==> src/core/vbla_map.vh <==
// register map, field positions, reset values and timing for the vbat limiter
`ifndef VBLA_MAP_VH
`define VBLA_MAP_VH
`define VBLA_CTRL_OFS 8'h00
`define VBLA_LIM1_OFS 8'h04
`define VBLA_LIM2_OFS 8'h08
`define VBLA_SAG_OFS 8'h0C
`define VBLA_ALIGN_OFS 8'h10
`define VBLA_STAT_OFS 8'h14
`define VBLA_CTRL_RST 32'h0000_0002
`define VBLA_LIM1_RST 32'h001E_586E
`define VBLA_LIM2_RST 32'h0010_5662
`define VBLA_SAG_RST 32'h0006_1214
`define VBLA_ALIGN_RST 32'h0000_0000
`define VBLA_CTRL_MSK 32'h0000_036F
`define VBLA_LIM1_MSK 32'h037F_7F7F
`define VBLA_LIM2_MSK 32'h001F_F777
`define VBLA_SAG_MSK 32'h0007_37FF
`define VBLA_ALIGN_MSK 32'h00FF_3F3F
`define VBLA_LIM_EN_POS 0
`define VBLA_SAG_EN_POS 1
`define VBLA_PWR_OFF_POS 2
`define VBLA_HOLD_INF_POS 3
`define VBLA_HOLD_REL_POS 4
`define VBLA_ALIGN_EN_POS 5
`define VBLA_TX_EN_POS 6
`define VBLA_COMB_POS 8
`define VBLA_CEIL_POS 0
`define VBLA_KNEE_POS 8
`define VBLA_FLOOR_POS 16
`define VBLA_GRAD_POS 24
`define VBLA_LATK_POS 0
`define VBLA_LHOLD_POS 4
`define VBLA_LREL_POS 8
`define VBLA_LSTEP_POS 12
`define VBLA_RSTEP_POS 14
`define VBLA_MAXATT_POS 16
`define VBLA_STH_POS 0
`define VBLA_SATK_POS 8
`define VBLA_SSTEP_POS 12
`define VBLA_SHOLD_POS 16
`define VBLA_FIRST_POS 0
`define VBLA_TXSLOT_POS 8
`define VBLA_LISTEN_POS 16
`define VBLA_CLK_HZ 25000000
`define VBLA_US_PER_MS 1000
`define VBLA_SAG_LAT_US 10
`endif

==> src/core/vbla_limiter.v <==
// vbat tracking limiter with sag guard and group gain alignment
`timescale 1ns/1ps
`include "vbla_map.vh"
// How it works
// - threshold falls with vbat below knee voltage
// - gradient codes give 1, 1.5, 2, 4 V/V
// - tracked threshold never below programmed floor
// - sag guard has priority, attacks within 10 us
// - sag guard enabled at reset, works without limiter
// - sag threshold 4.5 V plus 25 mV per code
// - sag guard owns attack rate, step, hold
// - release after sag uses limiter release rate
// - sag attack rate 5 us doubling to 640
// - sag attack step 0.5 to 2 dB
// - sag hold 0 to 1000 ms table
// - power-off on sag until shutdown passes
// - sag hold forever until mute, shutdown or clear; limiter hold stays timed
// - hold release bit is write-one strobe, reads zero
// - own reduction sent in chosen 8-bit slot
// - first slot field is slot 0 to 63
// - eight listen bits pick slots first+n
// - combine by minimum, maximum or nonzero minimum
// - limiter attacks only while level exceeds threshold
// - after sag clears, hold then release
// - one shared maximum attenuation stops attack
module vbla_limiter #(
  parameter CYC_PER_US = `VBLA_CLK_HZ / 1000000,
  parameter US_PER_MS = `VBLA_US_PER_MS
) (
  // clock and reset
  input wire sys_clk,
  input wire rst_n,
  // axi4-lite slave
  input wire [7:0] s_axi_awaddr,
  input wire s_axi_awvalid,
  output reg s_axi_awready,
  input wire [31:0] s_axi_wdata,
  input wire [3:0] s_axi_wstrb,
  input wire s_axi_wvalid,
  output reg s_axi_wready,
  output reg [1:0] s_axi_bresp,
  output reg s_axi_bvalid,
  input wire s_axi_bready,
  input wire [7:0] s_axi_araddr,
  input wire s_axi_arvalid,
  output reg s_axi_arready,
  output reg [31:0] s_axi_rdata,
  output reg [1:0] s_axi_rresp,
  output reg s_axi_rvalid,
  input wire s_axi_rready,
  // measurements and device state, same clock
  input wire [11:0] vbatCode,
  input wire [15:0] peakLevelMv,
  input wire muteIn,
  input wire shutdownIn,
  // tdm link, asynchronous pins
  input wire tdmBclk,
  input wire tdmFsync,
  input wire tdmDin,
  output reg serialAudioOut,
  output reg serialAudioOutEn,
  // results
  output reg [7:0] gainReduction,
  output reg powerOff
);
  localparam ST_IDLE = 3'd0;
  localparam ST_ATK = 3'd1;
  localparam ST_SAG = 3'd2;
  localparam ST_HOLD = 3'd3;
  localparam ST_INFH = 3'd4;
  localparam ST_REL = 3'd5;
  localparam [31:0] US_CYC = CYC_PER_US - 1;

  // 2 V plus 100 mV per code
  function [15:0] mv7;
    input [6:0] code;
    mv7 = 16'h07D0 + {9'h000, code} * 16'h0064;
  endfunction
  // hold table in ms
  function [9:0] holdMs;
    input [2:0] code;
    case (code)
      3'h0: holdMs = 10'h000;
      3'h1: holdMs = 10'h00A;
      3'h2: holdMs = 10'h019;
      3'h3: holdMs = 10'h032;
      3'h4: holdMs = 10'h064;
      3'h5: holdMs = 10'h0FA;
      3'h6: holdMs = 10'h1F4;
      default: holdMs = 10'h3E8;
    endcase
  endfunction
  // attack interval in us: 5 doubling per code
  function [9:0] atkUs;
    input [2:0] code;
    atkUs = 10'h005 << code;
  endfunction

  reg [31:0] ctrlFf, lim1Ff, lim2Ff, sagFf, alignFf;
  reg holdRelFf;
  reg [7:0] awAddrFf;
  reg [31:0] wDataFf;
  reg [3:0] wStrbFf;
  reg awHaveFf, wHaveFf;

  // field views
  wire limEn = ctrlFf[`VBLA_LIM_EN_POS];
  wire sagEn = ctrlFf[`VBLA_SAG_EN_POS];
  wire pwrOffEn = ctrlFf[`VBLA_PWR_OFF_POS];
  wire holdInf = ctrlFf[`VBLA_HOLD_INF_POS];
  wire alignEn = ctrlFf[`VBLA_ALIGN_EN_POS];
  wire txEn = ctrlFf[`VBLA_TX_EN_POS];
  wire [1:0] combSel = ctrlFf[`VBLA_COMB_POS+1:`VBLA_COMB_POS];
  wire [1:0] grad = lim1Ff[`VBLA_GRAD_POS+1:`VBLA_GRAD_POS];
  wire [4:0] maxCode = lim2Ff[`VBLA_MAXATT_POS+4:`VBLA_MAXATT_POS];
  wire [7:0] sagTh = sagFf[`VBLA_STH_POS+7:`VBLA_STH_POS];
  wire [5:0] firstSlot = alignFf[`VBLA_FIRST_POS+5:`VBLA_FIRST_POS];
  wire [5:0] txSlot = alignFf[`VBLA_TXSLOT_POS+5:`VBLA_TXSLOT_POS];
  wire [7:0] listen = alignFf[`VBLA_LISTEN_POS+7:`VBLA_LISTEN_POS];

  // threshold tracking in mV; vbat code is 1/256 V
  wire [18:0] vbatProd = {7'h00, vbatCode} * 19'h0007D;
  wire [15:0] vbatMv = vbatProd[18:3] >> 2;
  wire [15:0] ceilMv = mv7(lim1Ff[`VBLA_CEIL_POS+6:`VBLA_CEIL_POS]);
  wire [15:0] kneeMv = mv7(lim1Ff[`VBLA_KNEE_POS+6:`VBLA_KNEE_POS]);
  wire [15:0] floorMv = mv7(lim1Ff[`VBLA_FLOOR_POS+6:`VBLA_FLOOR_POS]);
  wire [15:0] dropMv = (vbatMv < kneeMv) ? kneeMv - vbatMv : 16'h0000;
  reg [19:0] dropScaled;
  // slope in half volts per volt
  always @* begin
    case (grad)
      2'h0: dropScaled = {4'h0, dropMv} * 20'h00002;
      2'h1: dropScaled = {4'h0, dropMv} * 20'h00003;
      2'h2: dropScaled = {4'h0, dropMv} * 20'h00004;
      default: dropScaled = {4'h0, dropMv} * 20'h00008;
    endcase
  end
  wire [19:0] dropEff = dropScaled >> 1;
  wire [15:0] trackMv = ({4'h0, ceilMv} > dropEff) ? ceilMv - dropEff[15:0] : 16'h0000;
  wire [15:0] threshMv = (trackMv < floorMv) ? floorMv : trackMv;
  // sag threshold 4.5 V plus 25 mV per code
  wire [15:0] sagMv = 16'h1194 + {8'h00, sagTh} * 16'h0019;
  wire sagAct = sagEn && (vbatMv < sagMv);
  wire limAct = limEn && (peakLevelMv > threshMv);

  // quarter-dB steps and shared cap
  wire [7:0] maxAtt = {2'h0, maxCode, 1'b0} + 8'h04;
  wire [7:0] limStep = 8'h01 << lim2Ff[`VBLA_LSTEP_POS+1:`VBLA_LSTEP_POS];
  wire [7:0] relStep = 8'h01 << lim2Ff[`VBLA_RSTEP_POS+1:`VBLA_RSTEP_POS];
  wire [1:0] sagStepCode = sagFf[`VBLA_SSTEP_POS+1:`VBLA_SSTEP_POS];
  wire [7:0] sagStep = {5'h00, sagStepCode, 1'b0} + 8'h02;
  wire [9:0] limRateUs = atkUs(lim2Ff[`VBLA_LATK_POS+2:`VBLA_LATK_POS]);
  wire [9:0] sagRateUs = atkUs(sagFf[`VBLA_SATK_POS+2:`VBLA_SATK_POS]);
  wire [31:0] limHoldUs = holdMs(lim2Ff[`VBLA_LHOLD_POS+2:`VBLA_LHOLD_POS]) * US_PER_MS;
  wire [31:0] sagHoldUs = holdMs(sagFf[`VBLA_SHOLD_POS+2:`VBLA_SHOLD_POS]) * US_PER_MS;
  reg [10:0] relMs;
  // release time per step, shared by both paths
  always @* begin
    case (lim2Ff[`VBLA_LREL_POS+2:`VBLA_LREL_POS])
      3'h0: relMs = 11'h00A;
      3'h1: relMs = 11'h032;
      3'h2: relMs = 11'h064;
      3'h3: relMs = 11'h0FA;
      3'h4: relMs = 11'h1F4;
      3'h5: relMs = 11'h2EE;
      3'h6: relMs = 11'h3E8;
      default: relMs = 11'h5DC;
    endcase
  end
  wire [31:0] relUs = relMs * US_PER_MS;

  reg [7:0] grLocalFf;
  reg [2:0] stFf;
  reg [15:0] usCntFf;
  reg [9:0] rateCntFf;
  reg [20:0] holdCntFf;
  reg [20:0] relCntFf;
  wire usTick = (usCntFf == US_CYC[15:0]);
  wire [7:0] atkStep = (stFf == ST_SAG) ? sagStep : limStep;
  wire [8:0] grSum = {1'b0, grLocalFf} + {1'b0, atkStep};
  wire [7:0] nxt_grAtk = (grSum > {1'b0, maxAtt}) ? maxAtt : grSum[7:0];
  wire [7:0] nxt_grRel = (grLocalFf > relStep) ? grLocalFf - relStep : 8'h00;

  // microsecond tick keeps every timer table in real time
  always @(posedge sys_clk or negedge rst_n) begin
    if (!rst_n) begin
      usCntFf <= 16'h0000;
    end else begin
      usCntFf <= usTick ? 16'h0000 : usCntFf + 16'h0001;
    end
  end

  // gain state machine; sag guard outranks the limiter
  always @(posedge sys_clk or negedge rst_n) begin
    if (!rst_n) begin
      stFf <= ST_IDLE;
      grLocalFf <= 8'h00;
      rateCntFf <= 10'h000;
      holdCntFf <= 21'h000000;
      relCntFf <= 21'h000000;
    end else if (sagAct) begin
      if (stFf != ST_SAG) begin
        stFf <= ST_SAG;
        rateCntFf <= 10'h000;
      end else if (usTick) begin
        if (rateCntFf == 10'h000) begin
          grLocalFf <= nxt_grAtk;
          rateCntFf <= sagRateUs - 10'h001;
        end else begin
          rateCntFf <= rateCntFf - 10'h001;
        end
      end
    end else if (limAct && stFf != ST_SAG) begin
      if (stFf != ST_ATK) begin
        stFf <= ST_ATK;
        rateCntFf <= 10'h000;
      end else if (usTick) begin
        if (rateCntFf == 10'h000) begin
          grLocalFf <= nxt_grAtk;
          rateCntFf <= limRateUs - 10'h001;
        end else begin
          rateCntFf <= rateCntFf - 10'h001;
        end
      end
    end else begin
      case (stFf)
        ST_IDLE: begin
          stFf <= ST_IDLE;
        end
        ST_SAG: begin
          if (holdInf) begin
            stFf <= ST_INFH;
          end else begin
            stFf <= ST_HOLD;
            holdCntFf <= sagHoldUs[20:0];
          end
        end
        ST_ATK: begin
          stFf <= ST_HOLD;
          holdCntFf <= limHoldUs[20:0];
        end
        ST_HOLD: begin
          if (usTick) begin
            if (holdCntFf == 21'h000000) begin
              stFf <= ST_REL;
              relCntFf <= 21'h000000;
            end else begin
              holdCntFf <= holdCntFf - 21'h000001;
            end
          end
        end
        ST_INFH: begin
          if (holdRelFf || muteIn || shutdownIn) begin
            stFf <= ST_REL;
            relCntFf <= 21'h000000;
          end
        end
        ST_REL: begin
          if (grLocalFf == 8'h00) begin
            stFf <= ST_IDLE;
          end else if (usTick) begin
            if (relCntFf == 21'h000000) begin
              grLocalFf <= nxt_grRel;
              relCntFf <= relUs[20:0] - 21'h000001;
            end else begin
              relCntFf <= relCntFf - 21'h000001;
            end
          end
        end
        default: stFf <= ST_IDLE;
      endcase
    end
  end

  // power-off latch; a new sag event wins over the shutdown clear
  always @(posedge sys_clk or negedge rst_n) begin
    if (!rst_n) begin
      powerOff <= 1'b0;
    end else if (sagAct && pwrOffEn) begin
      powerOff <= 1'b1;
    end else if (shutdownIn) begin
      powerOff <= 1'b0;
    end
  end

  // link pins: two flops each, third bclk stage only for edges
  reg bclkS1, bclkS2, bclkS3, fsS1, fsS2, dinS1, dinS2, fsPrevFf, framedFf;
  always @(posedge sys_clk or negedge rst_n) begin
    if (!rst_n) begin
      {bclkS1, bclkS2, bclkS3} <= 3'h0;
      {fsS1, fsS2, dinS1, dinS2} <= 4'h0;
    end else begin
      {bclkS1, bclkS2, bclkS3} <= {tdmBclk, bclkS1, bclkS2};
      {fsS1, fsS2, dinS1, dinS2} <= {tdmFsync, fsS1, tdmDin, dinS1};
    end
  end
  wire bclkRise = bclkS2 && !bclkS3;
  wire bclkFall = !bclkS2 && bclkS3;

  // bit position; bit 0 of slot 0 follows the frame-sync edge by one bclk
  reg [8:0] posFf;
  reg [7:0] rxShiftFf, txShiftFf;
  wire [5:0] lstIdx = posFf[8:3] - firstSlot;
  wire lstHit = (lstIdx < 6'h08) && listen[lstIdx[2:0]];
  wire [7:0] rxByte = {rxShiftFf[6:0], dinS2};
  always @(posedge sys_clk or negedge rst_n) begin
    if (!rst_n) begin
      posFf <= 9'h1FF;
      fsPrevFf <= 1'b0;
      framedFf <= 1'b0;
      rxShiftFf <= 8'h00;
    end else if (bclkRise) begin
      fsPrevFf <= fsS2;
      if (fsS2 && !fsPrevFf) begin
        posFf <= 9'h000;
        framedFf <= 1'b1;
      end else begin
        rxShiftFf <= rxByte;
        if (posFf != 9'h1FF) begin
          posFf <= posFf + 9'h001;
        end
      end
    end
  end

  // one byte store per listened slot, msb first on the wire
  // each slot owns its byte so no register has two writers
  wire [63:0] rxVal;
  genvar g;
  generate
    for (g = 0; g < 8; g = g + 1) begin : gSlot
      reg [7:0] slotValFf;
      always @(posedge sys_clk or negedge rst_n) begin
        if (!rst_n) begin
          slotValFf <= 8'h00;
        end else if (bclkRise && !(fsS2 && !fsPrevFf) && framedFf && posFf[2:0] == 3'h7
                     && lstHit && lstIdx[2:0] == g) begin
          slotValFf <= rxByte;
        end
      end
      assign rxVal[g*8+7:g*8] = slotValFf;
    end
  endgenerate

  // transmit own reduction, changed on the falling bclk
  wire inTxSlot = framedFf && txEn && (posFf[8:3] == txSlot);
  always @(posedge sys_clk or negedge rst_n) begin
    if (!rst_n) begin
      serialAudioOut <= 1'b0;
      serialAudioOutEn <= 1'b0;
      txShiftFf <= 8'h00;
    end else if (bclkFall) begin
      serialAudioOutEn <= inTxSlot;
      if (!inTxSlot) begin
        serialAudioOut <= 1'b0;
      end else if (posFf[2:0] == 3'h0) begin
        serialAudioOut <= grLocalFf[7];
        txShiftFf <= {grLocalFf[6:0], 1'b0};
      end else begin
        serialAudioOut <= txShiftFf[7];
        txShiftFf <= {txShiftFf[6:0], 1'b0};
      end
    end
  end

  // group combine over listened slots
  integer i;
  reg [7:0] cMin, cMax, cNz, comb, v;
  reg anyNz;
  always @* begin
    cMin = 8'hFF;
    cMax = 8'h00;
    cNz = 8'hFF;
    anyNz = 1'b0;
    v = 8'h00;
    for (i = 0; i < 8; i = i + 1) begin
      if (listen[i]) begin
        v = rxVal[i*8 +: 8];
        if (v < cMin) cMin = v;
        if (v > cMax) cMax = v;
        if (v != 8'h00 && v < cNz) cNz = v;
        if (v != 8'h00) anyNz = 1'b1;
      end
    end
    case (combSel)
      2'h1: comb = cMax;
      2'h2: comb = anyNz ? cNz : 8'h00;
      default: comb = cMin; // reserved code behaves as minimum
    endcase
  end
  wire alignOn = alignEn && (listen != 8'h00);
  wire [7:0] combCap = (comb > maxAtt) ? maxAtt : comb;
  always @(posedge sys_clk or negedge rst_n) begin
    if (!rst_n) begin
      gainReduction <= 8'h00;
    end else begin
      gainReduction <= alignOn ? combCap : grLocalFf;
    end
  end

  // byte-lane merge for register writes
  function [31:0] mrg;
    input [31:0] old, dat, msk;
    input [3:0] st;
    reg [31:0] be;
    begin
      be = {{8{st[3]}}, {8{st[2]}}, {8{st[1]}}, {8{st[0]}}};
      mrg = ((old & ~be) | (dat & be)) & msk;
    end
  endfunction

  // axi write: address and data taken in either order
  wire doWr = awHaveFf && wHaveFf && !s_axi_bvalid;
  always @(posedge sys_clk or negedge rst_n) begin
    if (!rst_n) begin
      s_axi_awready <= 1'b1;
      s_axi_wready <= 1'b1;
      s_axi_bvalid <= 1'b0;
      s_axi_bresp <= 2'h0;
      {awHaveFf, wHaveFf} <= 2'h0;
      awAddrFf <= 8'h00;
      wDataFf <= 32'h0000_0000;
      wStrbFf <= 4'h0;
      holdRelFf <= 1'b0;
      ctrlFf <= `VBLA_CTRL_RST;
      lim1Ff <= `VBLA_LIM1_RST;
      lim2Ff <= `VBLA_LIM2_RST;
      sagFf <= `VBLA_SAG_RST;
      alignFf <= `VBLA_ALIGN_RST;
    end else begin
      holdRelFf <= 1'b0;
      if (s_axi_awvalid && s_axi_awready) begin
        awAddrFf <= s_axi_awaddr;
        awHaveFf <= 1'b1;
        s_axi_awready <= 1'b0;
      end
      if (s_axi_wvalid && s_axi_wready) begin
        wDataFf <= s_axi_wdata;
        wStrbFf <= s_axi_wstrb;
        wHaveFf <= 1'b1;
        s_axi_wready <= 1'b0;
      end
      if (doWr) begin
        {awHaveFf, wHaveFf} <= 2'h0;
        s_axi_bvalid <= 1'b1;
        s_axi_bresp <= 2'h0;
        case (awAddrFf)
          `VBLA_CTRL_OFS: begin
            ctrlFf <= mrg(ctrlFf, wDataFf, `VBLA_CTRL_MSK, wStrbFf);
            holdRelFf <= wStrbFf[0] && wDataFf[`VBLA_HOLD_REL_POS];
          end
          `VBLA_LIM1_OFS: lim1Ff <= mrg(lim1Ff, wDataFf, `VBLA_LIM1_MSK, wStrbFf);
          `VBLA_LIM2_OFS: lim2Ff <= mrg(lim2Ff, wDataFf, `VBLA_LIM2_MSK, wStrbFf);
          `VBLA_SAG_OFS: sagFf <= mrg(sagFf, wDataFf, `VBLA_SAG_MSK, wStrbFf);
          `VBLA_ALIGN_OFS: alignFf <= mrg(alignFf, wDataFf, `VBLA_ALIGN_MSK, wStrbFf);
          `VBLA_STAT_OFS: s_axi_bresp <= 2'h0;
          default: s_axi_bresp <= 2'h2;
        endcase
      end
      if (s_axi_bvalid && s_axi_bready) begin
        s_axi_bvalid <= 1'b0;
        s_axi_awready <= 1'b1;
        s_axi_wready <= 1'b1;
      end
    end
  end

  // axi read; hold release bit never stored so reads zero
  always @(posedge sys_clk or negedge rst_n) begin
    if (!rst_n) begin
      s_axi_arready <= 1'b1;
      s_axi_rvalid <= 1'b0;
      s_axi_rdata <= 32'h0000_0000;
      s_axi_rresp <= 2'h0;
    end else if (s_axi_arvalid && s_axi_arready) begin
      s_axi_arready <= 1'b0;
      s_axi_rvalid <= 1'b1;
      s_axi_rresp <= 2'h0;
      case (s_axi_araddr)
        `VBLA_CTRL_OFS: s_axi_rdata <= ctrlFf;
        `VBLA_LIM1_OFS: s_axi_rdata <= lim1Ff;
        `VBLA_LIM2_OFS: s_axi_rdata <= lim2Ff;
        `VBLA_SAG_OFS: s_axi_rdata <= sagFf;
        `VBLA_ALIGN_OFS: s_axi_rdata <= alignFf;
        `VBLA_STAT_OFS: s_axi_rdata <= {10'h000, limAct, powerOff, sagAct, stFf,
                                        grLocalFf, gainReduction};
        default: begin
          s_axi_rdata <= 32'h0000_0000;
          s_axi_rresp <= 2'h2;
        end
      endcase
    end else if (s_axi_rvalid && s_axi_rready) begin
      s_axi_rvalid <= 1'b0;
      s_axi_arready <= 1'b1;
    end
  end
endmodule // vbla_limiter

==> config.mk <==
export PLATFORM = sky130hd
export DESIGN_NAME = vbla_limiter
export DESIGN_NICKNAME = d
export VERILOG_FILES = /design/src/core/vbla_limiter.v
export VERILOG_INCLUDE_DIRS = /design/src /design/src/core
export SDC_FILE = /design/constraint.sdc
export NUM_CORES = 2
export LEC_CHECK = 0
export BUFFER_PORTS_ARGS = -buffer_cell sky130_fd_sc_hd__buf_2
export CORE_UTILIZATION = 55
export DETAILED_ROUTE_END_ITERATION = 16
export PLACE_DENSITY = 0.72
export SYNTH_ARGS = -nofsm -noshare
export SYNTH_HDL_FRONTEND = slang
export SYNTH_SLANG_ARGS = --single-unit
==> constraint.sdc <==
create_clock -name sys_clk -period 19.88 [get_ports sys_clk]
set_input_delay 4.97 -clock sys_clk [delete_from_list [all_inputs] [get_ports sys_clk]]
set_output_delay 4.97 -clock sys_clk [all_outputs]
set_load 0.005 [all_outputs]
# Word level (Yosys, flattened, before mapping)
# Cells that the tools add are included.
[totals]
reg_bits = 354
output_inout_bits = 52
[op_classes]
n_addsub = 19
n_mul = 9
magnitude_cmp = 33
n_eq_ne = 67
shifts = 4
mux = 146
bitwise = 15
n_reduce_logical = 98
[ops]
columns = ["op", "n"]
rows = [
  ["two-way mux 8 bit", 65],
  ["two-way mux 21 bit", 9],
  ["case mux 26 bit (6 select lines)", 1],
  ["case mux 10 bit (7 select lines)", 2],
  ["case mux 21 bit (3 select lines)", 2],
  ["less-than comparator 8 bit", 14],
  ["two-way mux 10 bit", 8],
  ["case mux 11 bit (7 select lines)", 1],
  ["nonzero test 8 bit", 9],
  ["> comparator 8 bit", 8],
  ["two-way mux 16 bit", 4],
  ["subtractor 21 x 1 -> 21 bit, second input constant", 3],
  ["case mux 19 bit (3 select lines)", 1],
  ["AND 26 bit", 2],
  ["== test 3 bit, second input constant", 16],
  ["adder 11 x 14 -> 15 bit, first input constant", 3],
  ["logical NOT 21 bit", 2],
  ["logical AND 1 bit", 39],
  ["two-way mux 1 bit", 37],
  ["multiplier 7 x 5 -> 12 bit, second input constant", 3],
  ["multiplier 10 x 7 -> 17 bit, second input constant", 2],
  ["== test 8 x 4 -> 1 bit, second input constant", 4],
  ["== test 8 x 5 -> 1 bit, second input constant", 4],
  ["== test 3 x 2 -> 1 bit, second input constant", 10],
  ["71 further kinds", 142],
]

# Logic depth before layout (Yosys ltp)
[depth]
word_depth = 37
mapped_depth = 89

# Worst setup path before layout
# OpenSTA, ideal clock, no wires.
[synth_path]
path_kind = "input-to-reg"
from = "input port vbatCode[0]"
to = "register relCntFf[12]"
setup_time_ps = 66
t_arrival_ps = 19869
required_ps = 19814
setup_slack_ps = -55
cell_stages = 78
path_cell_list = "fa_1 -> inv_1 -> fa_1 -> fa_1 -> inv_1 -> fa_1 -> ha_1 -> nor2b_1 -> nor2_1 -> nor2b_1 -> o21ai_0 -> a21oi_1 -> o21a_1 -> o21ai_0 -> a21oi_1 -> o21ai_0 -> nor2b_1 -> o21bai_1 -> (+42 left out) -> nor2b_1 -> o21a_1 -> o21ai_0 -> nand2b_1 -> a21oi_1 -> nor2b_1 -> o21ai_0 -> nand2b_1 -> a21oi_1 -> or3_1 -> a21oi_1 -> nor2b_1 -> or2_2 -> clkbuf_1 -> or3_1 -> clkbuf_1 -> or4_1 -> nand2_1"
[synth_via]
elab_chain_len = 14
[synth_rtl]
columns = ["item", "line_no", "source"]
rows = [
  ["start, declared", "vbla_limiter.v:52", "input wire [11:0] vbatCode,"],
  ["multiplier 12 x 7 -> 19 bit *", "vbla_limiter.v:122", "wire [18:0] vbatProd = {7'h00, vbatCode} * 19'h0007D;"],
  ["subtractor 15 x 14 -> 16 bit / less-than comparator 14 x 15 -> 1 bit (equally long branches)", "vbla_limiter.v:127", "wire [15:0] dropMv = (vbatMv < kneeMv) ? kneeMv - vbatMv : 16'h0000;"],
  ["two-way mux 16 bit", "vbla_limiter.v:127", ""],
  ["multiplier 16 x 2 -> 18 bit", "vbla_limiter.v:133", "2'h1: dropScaled = {4'h0, dropMv} * 20'h00003;"],
  ["case mux 19 bit (3 select lines)", "vbla_limiter.v:131", "case (grad)"],
  ["subtractor 15 x 16 -> 16 bit / > comparator 15 x 19 -> 1 bit (equally long branches)", "vbla_limiter.v:139", "wire [15:0] trackMv = ({4'h0, ceilMv} > dropEff) ? ceilMv - dropEff[15:0] : 16'h0000;"],
  ["two-way mux 16 bit", "vbla_limiter.v:139", ""],
  ["less-than comparator 16 x 15 -> 1 bit", "vbla_limiter.v:140", "wire [15:0] threshMv = (trackMv < floorMv) ? floorMv : trackMv;"],
  ["two-way mux 16 bit", "vbla_limiter.v:140", ""],
  ["> comparator 16 bit", "vbla_limiter.v:144", "wire limAct = limEn && (peakLevelMv > threshMv);"],
  ["logical AND 1 bit", "vbla_limiter.v:144", ""],
  ["logical AND 1 bit", "vbla_limiter.v:213", "end else if (limAct && stFf != ST_SAG) begin"],
  ["NOT 1 bit (no source line)", "-", ""],
  ["AND reduction 8 bit (no source line) *", "-", ""],
  ["end signal, assigned", "vbla_limiter.v:264", "relCntFf <= relUs[20:0] - 21'h000001;"],
  ["end signal, assigned", "vbla_limiter.v:266", "relCntFf <= relCntFf - 21'h000001;"],
  ["end, declared", "vbla_limiter.v:177", "reg [20:0] relCntFf;"],
]
# Mark *: on every way between the ends. The rest lies on a longest branch, timed or not.
# A chain may end at the register's enable or synchronous reset.

# Worst setup path after layout
[layout_path]
from = "input port vbatCode[2]"
to = "register relCntFf[16]"
# The elaborated chain is that of the path after synthesis.

==> results by group <==
Outcome
  – Status: finished clean

Clocking
  – H-tree Lvls: 2
  – CTS Buffer Depth: 3
  – Clock latency at the later pin of the worst-skew pair: 0.57 ns
  – CTS tree: yes
  – TritonCTS Sinks: 345
  – Register clock-pin slew on the reported worst setup and hold paths: 0.06 ns
  – CTS Hold Bufs: 0
  – Clock Tree Root: clkbuf_16
  – Number of CTS-inserted buffers: 41

Global route
  – Initial antenna violation count: 2
  – First-pass GRT wire length: 154000 µm
  – Grt total ovfl: 0
  – Number of global-route vias before repair: 28900
  – Largest net degree at the start of global routing: 78
  – GRT Total Usage: 29.1%

Setup path
  – Crit end category: flop
  – Worst r2r src: gSlot[0].slotValFf[5]
  – CP delay by family, top: compound AO/OA/AOI/OAI gates
  – CP arrival: 19.54 ns
  – Setup crit end: relCntFf[16]
  – Crit path from: vbatCode[2]
  – CP max stage cell: fa_1
  – Flop2flop setup slack: 2.00 ns
  – R2R depth: 80
  – Critical path required time: 20.35 ns
  – Worst path max stage delay: 0.56 ns
  – WP depth: 77
  – RR Endpoint: gainReduction[4]
  – Crit path max fanout: 7
  – CP bufs+invs: 6
  – WS Path Type: input port to flop
  – CP Launch Type: input port

STA
  – Setup tns final: 0 ns
  – Fin crit period: 19.07 ns
  – Setup Skew: 0.0297 ns
  – Worst slew pin tran: 1.19 ns
  – Max frequency: 52.4 MHz
  – Pins Over Slew Limit: 0
  – Count of final setup violators: 0
  – Final Cycle Share: 95.9%
  – Final hold vios: 0
  – Worst slew margin: 19.8%

Routing
  – Drt pass-1 iters: 6
  – Vias: 30100
  – Remaining DRCs: 0
  – Count of antenna-violating nets left after detailed routing: 0
  – Drt total wl: 96400 µm
  – DR iter-0 viols: 2439
  – Vias/cell: 5.94
  – Drt wl/cell: 19.0 µm

Min path
  – Hold path depth: 0
  – Worst hold path class: flop to flop

Placement
  – Hpwl dp: 75600 µm
  – Cell Area, Placed: 37700 µm²
  – Gpl congestion: 0.955
  – Port Buf Inserts: 129

Yosys
  – Top FF cell, synth: dfrtp_1
  – Synthesized flop and latch total: 345
  – Netlist cell types: 96
  – Synthesis Warnings: 0
  – Mean Syn Cell Area: 8.84 µm²
  – Cell Area, Synth: 35300 µm²
  – Sequential fraction of the synthesis area: 24.6%
  – Synthesized instance count: 3993
  – Ys async rst share: 100%
  – Post-synth EDFFs: 0

Power and ir drop
  – Maximum vdd drop: 0.424 mV
  – Leak pwr: 0.0199 µW
  – Power Dens Cells: 176 nW/µm²

Job
  – Max_cap viols: 0

Die
  – Die extent in x: 255 µm
  – Core Box Area: 63200 µm²
  – Die Y: 255 µm
  – Die footprint: 65200 µm²
  – IO Count: 144
  – Initial Util: 55.9%
  – Row Count: 92

Finish
  – Final instance area: 39300 µm²
  – Share of cells above drive strength 1: 16.6%
  – Net count, final: 4887
  – Syn-to-layout area delta: 11.3%
[synth_stat cells (all sizes together), types with 22 or more instances]
library cell    n  area (µm²)
ha            504        6310
inv           365        1370
o21ai         332        1660
nand2         315        1180
dfrtp         306        7660
a21oi         273        1370
nor2          253         950
mux2          216        2440
xnor2         130        1140
clkbuf        113         424
fa             93        1860
xor2           88         771
a21o           81         608
nor2b          78         488
nor3           70         350
nand2b         64         400
mux2i          62         624
nand4          47         294
dfstp          39        1020
nand3          39         195
o21bai         36         270
o21a           35         263
and2           34         215
a211oi         28         210
or3            26         163
nor4           24         156
a31oi          23         144
buf            22         124
[routing by layer]
| metal | GRT usage, % | routed length [µm] | share of wire [%] | vias up |
|---|---|---|---|---|
| li1 | - | - | - | 14600 |
| met1 | 40.5 | 43100 | 45 | 14400 |
| met2 | 45.9 | 42800 | 44 | 995 |
| met3 | 5.35 | 7650 | 7.9 | 166 |
| met4 | 8.73 | 2870 | 3.0 | 0 |
| met5 | 0 | 0 | 0 | - |
[through the flow]
step	hold slack, ns	setup WS (ns)	power, µW	utilization (%)	cells
6_report	0.346	0.813	6900	62.2	5077
3_5_place_dp	0.336	-0.719	5920	59.6	4992
2_1_floorplan	0.331	0.00659	4300	-	4004
5_1_grt	0.367	-0.0132	7570	62.2	5075
3_3_place_gp	0.334	-0.538	5840	59.6	4992
4_1_cts	0.349	0.00907	6740	61.8	5066
[worst reg2reg max path: cells and delay by family (launching register included)]
family	cells	cell delay [ns]
AO/OA/AOI/OAI	33	6.86
adder cells (fa/ha/maj)	8	2.30
buffers and inverters	6	0.71
flip-flops	1	0.45
multiplexers	4	1.49
AND/OR/NAND/NOR	29	5.94
[how the worst min path moves through the flow]
| stage | slack, ns | from | end |
|---|---|---|---|
| finish | 0.35 | fsS1 | fsS2 |
| global route | 0.37 | dinS1 | dinS2 |
| CTS | 0.35 | fsS1 | fsS2 |
| detailed placement | 0.34 | fsS1 | fsS2 |
| global placement | 0.33 | dinS1 | dinS2 |
| floorplan | 0.33 | bclkS1 | bclkS2 |
[cells in the final DEF, fill, tap and decap left out, types with 34 or more instances in the layout]
cell type  count
o21bai_1      34
a21oi_1      257
nand3_1       39
mux2i_1       61
xor2_1        88
dfstp_2       39
nand2b_1      64
o21a_1        35
mux2_2       215
clkbuf_16     42
nand2_1      313
buf_2        129
nor3_1        67
a21o_1        81
nor2_1       252
nor2b_1       75
xnor2_1      130
ha_1         503
buf_4        152
dfrtp_1      306
fa_1          92
o21ai_0      313
nand4_1       47
inv_1        362
[logic make-up after synthesis]
| logic type | Yosys count | synth area share (%) |
|---|---|---|
| AO/OA/AOI/OAI | 995 | 17.5 |
| XOR/XNOR | 218 | 5.41 |
| adder cells (fa/ha/maj) | 599 | 23.2 |
| buffers and inverters | 502 | 5.46 |
| flip-flops | 345 | 24.6 |
| multiplexers | 289 | 9.37 |
| other | 2 | 0.0213 |
| AND/OR/NAND/NOR | 1043 | 14.4 |
[cell type report]
class / instances / area, µm²
Clock inverter: 21 / 248
Inverter: 367 / 1380
Sequential cell: 345 / 8680
Timing Repair Buffer: 286 / 1870
Antenna cell: 2 / 5.00
Clock buffer: 53 / 1120
Tap cell: 846 / 1060
Fill cell: 5382 / 23900
Multi-Input combinational cell: 3157 / 24900
[power breakdown]
| group | leakage [µW] | total [µW] | switching, µW | internal, µW |
|---|---|---|---|---|
| Combinational | 0.0148 | 5080 | 2670 | 2410 |
| Sequential | 0.00448 | 1040 | 210 | 832 |
| Clock | 0.000658 | 779 | 324 | 455 |
[repair_timing]
action | in CTS | in global routing
resized for setup | 3 | 46
pin swaps | 0 | 28
buffers inserted | 0 | 8
endpoints found under the setup margin | 23 | 64
gates cloned | 0 | 1
(Power assumes the default switching activity.)
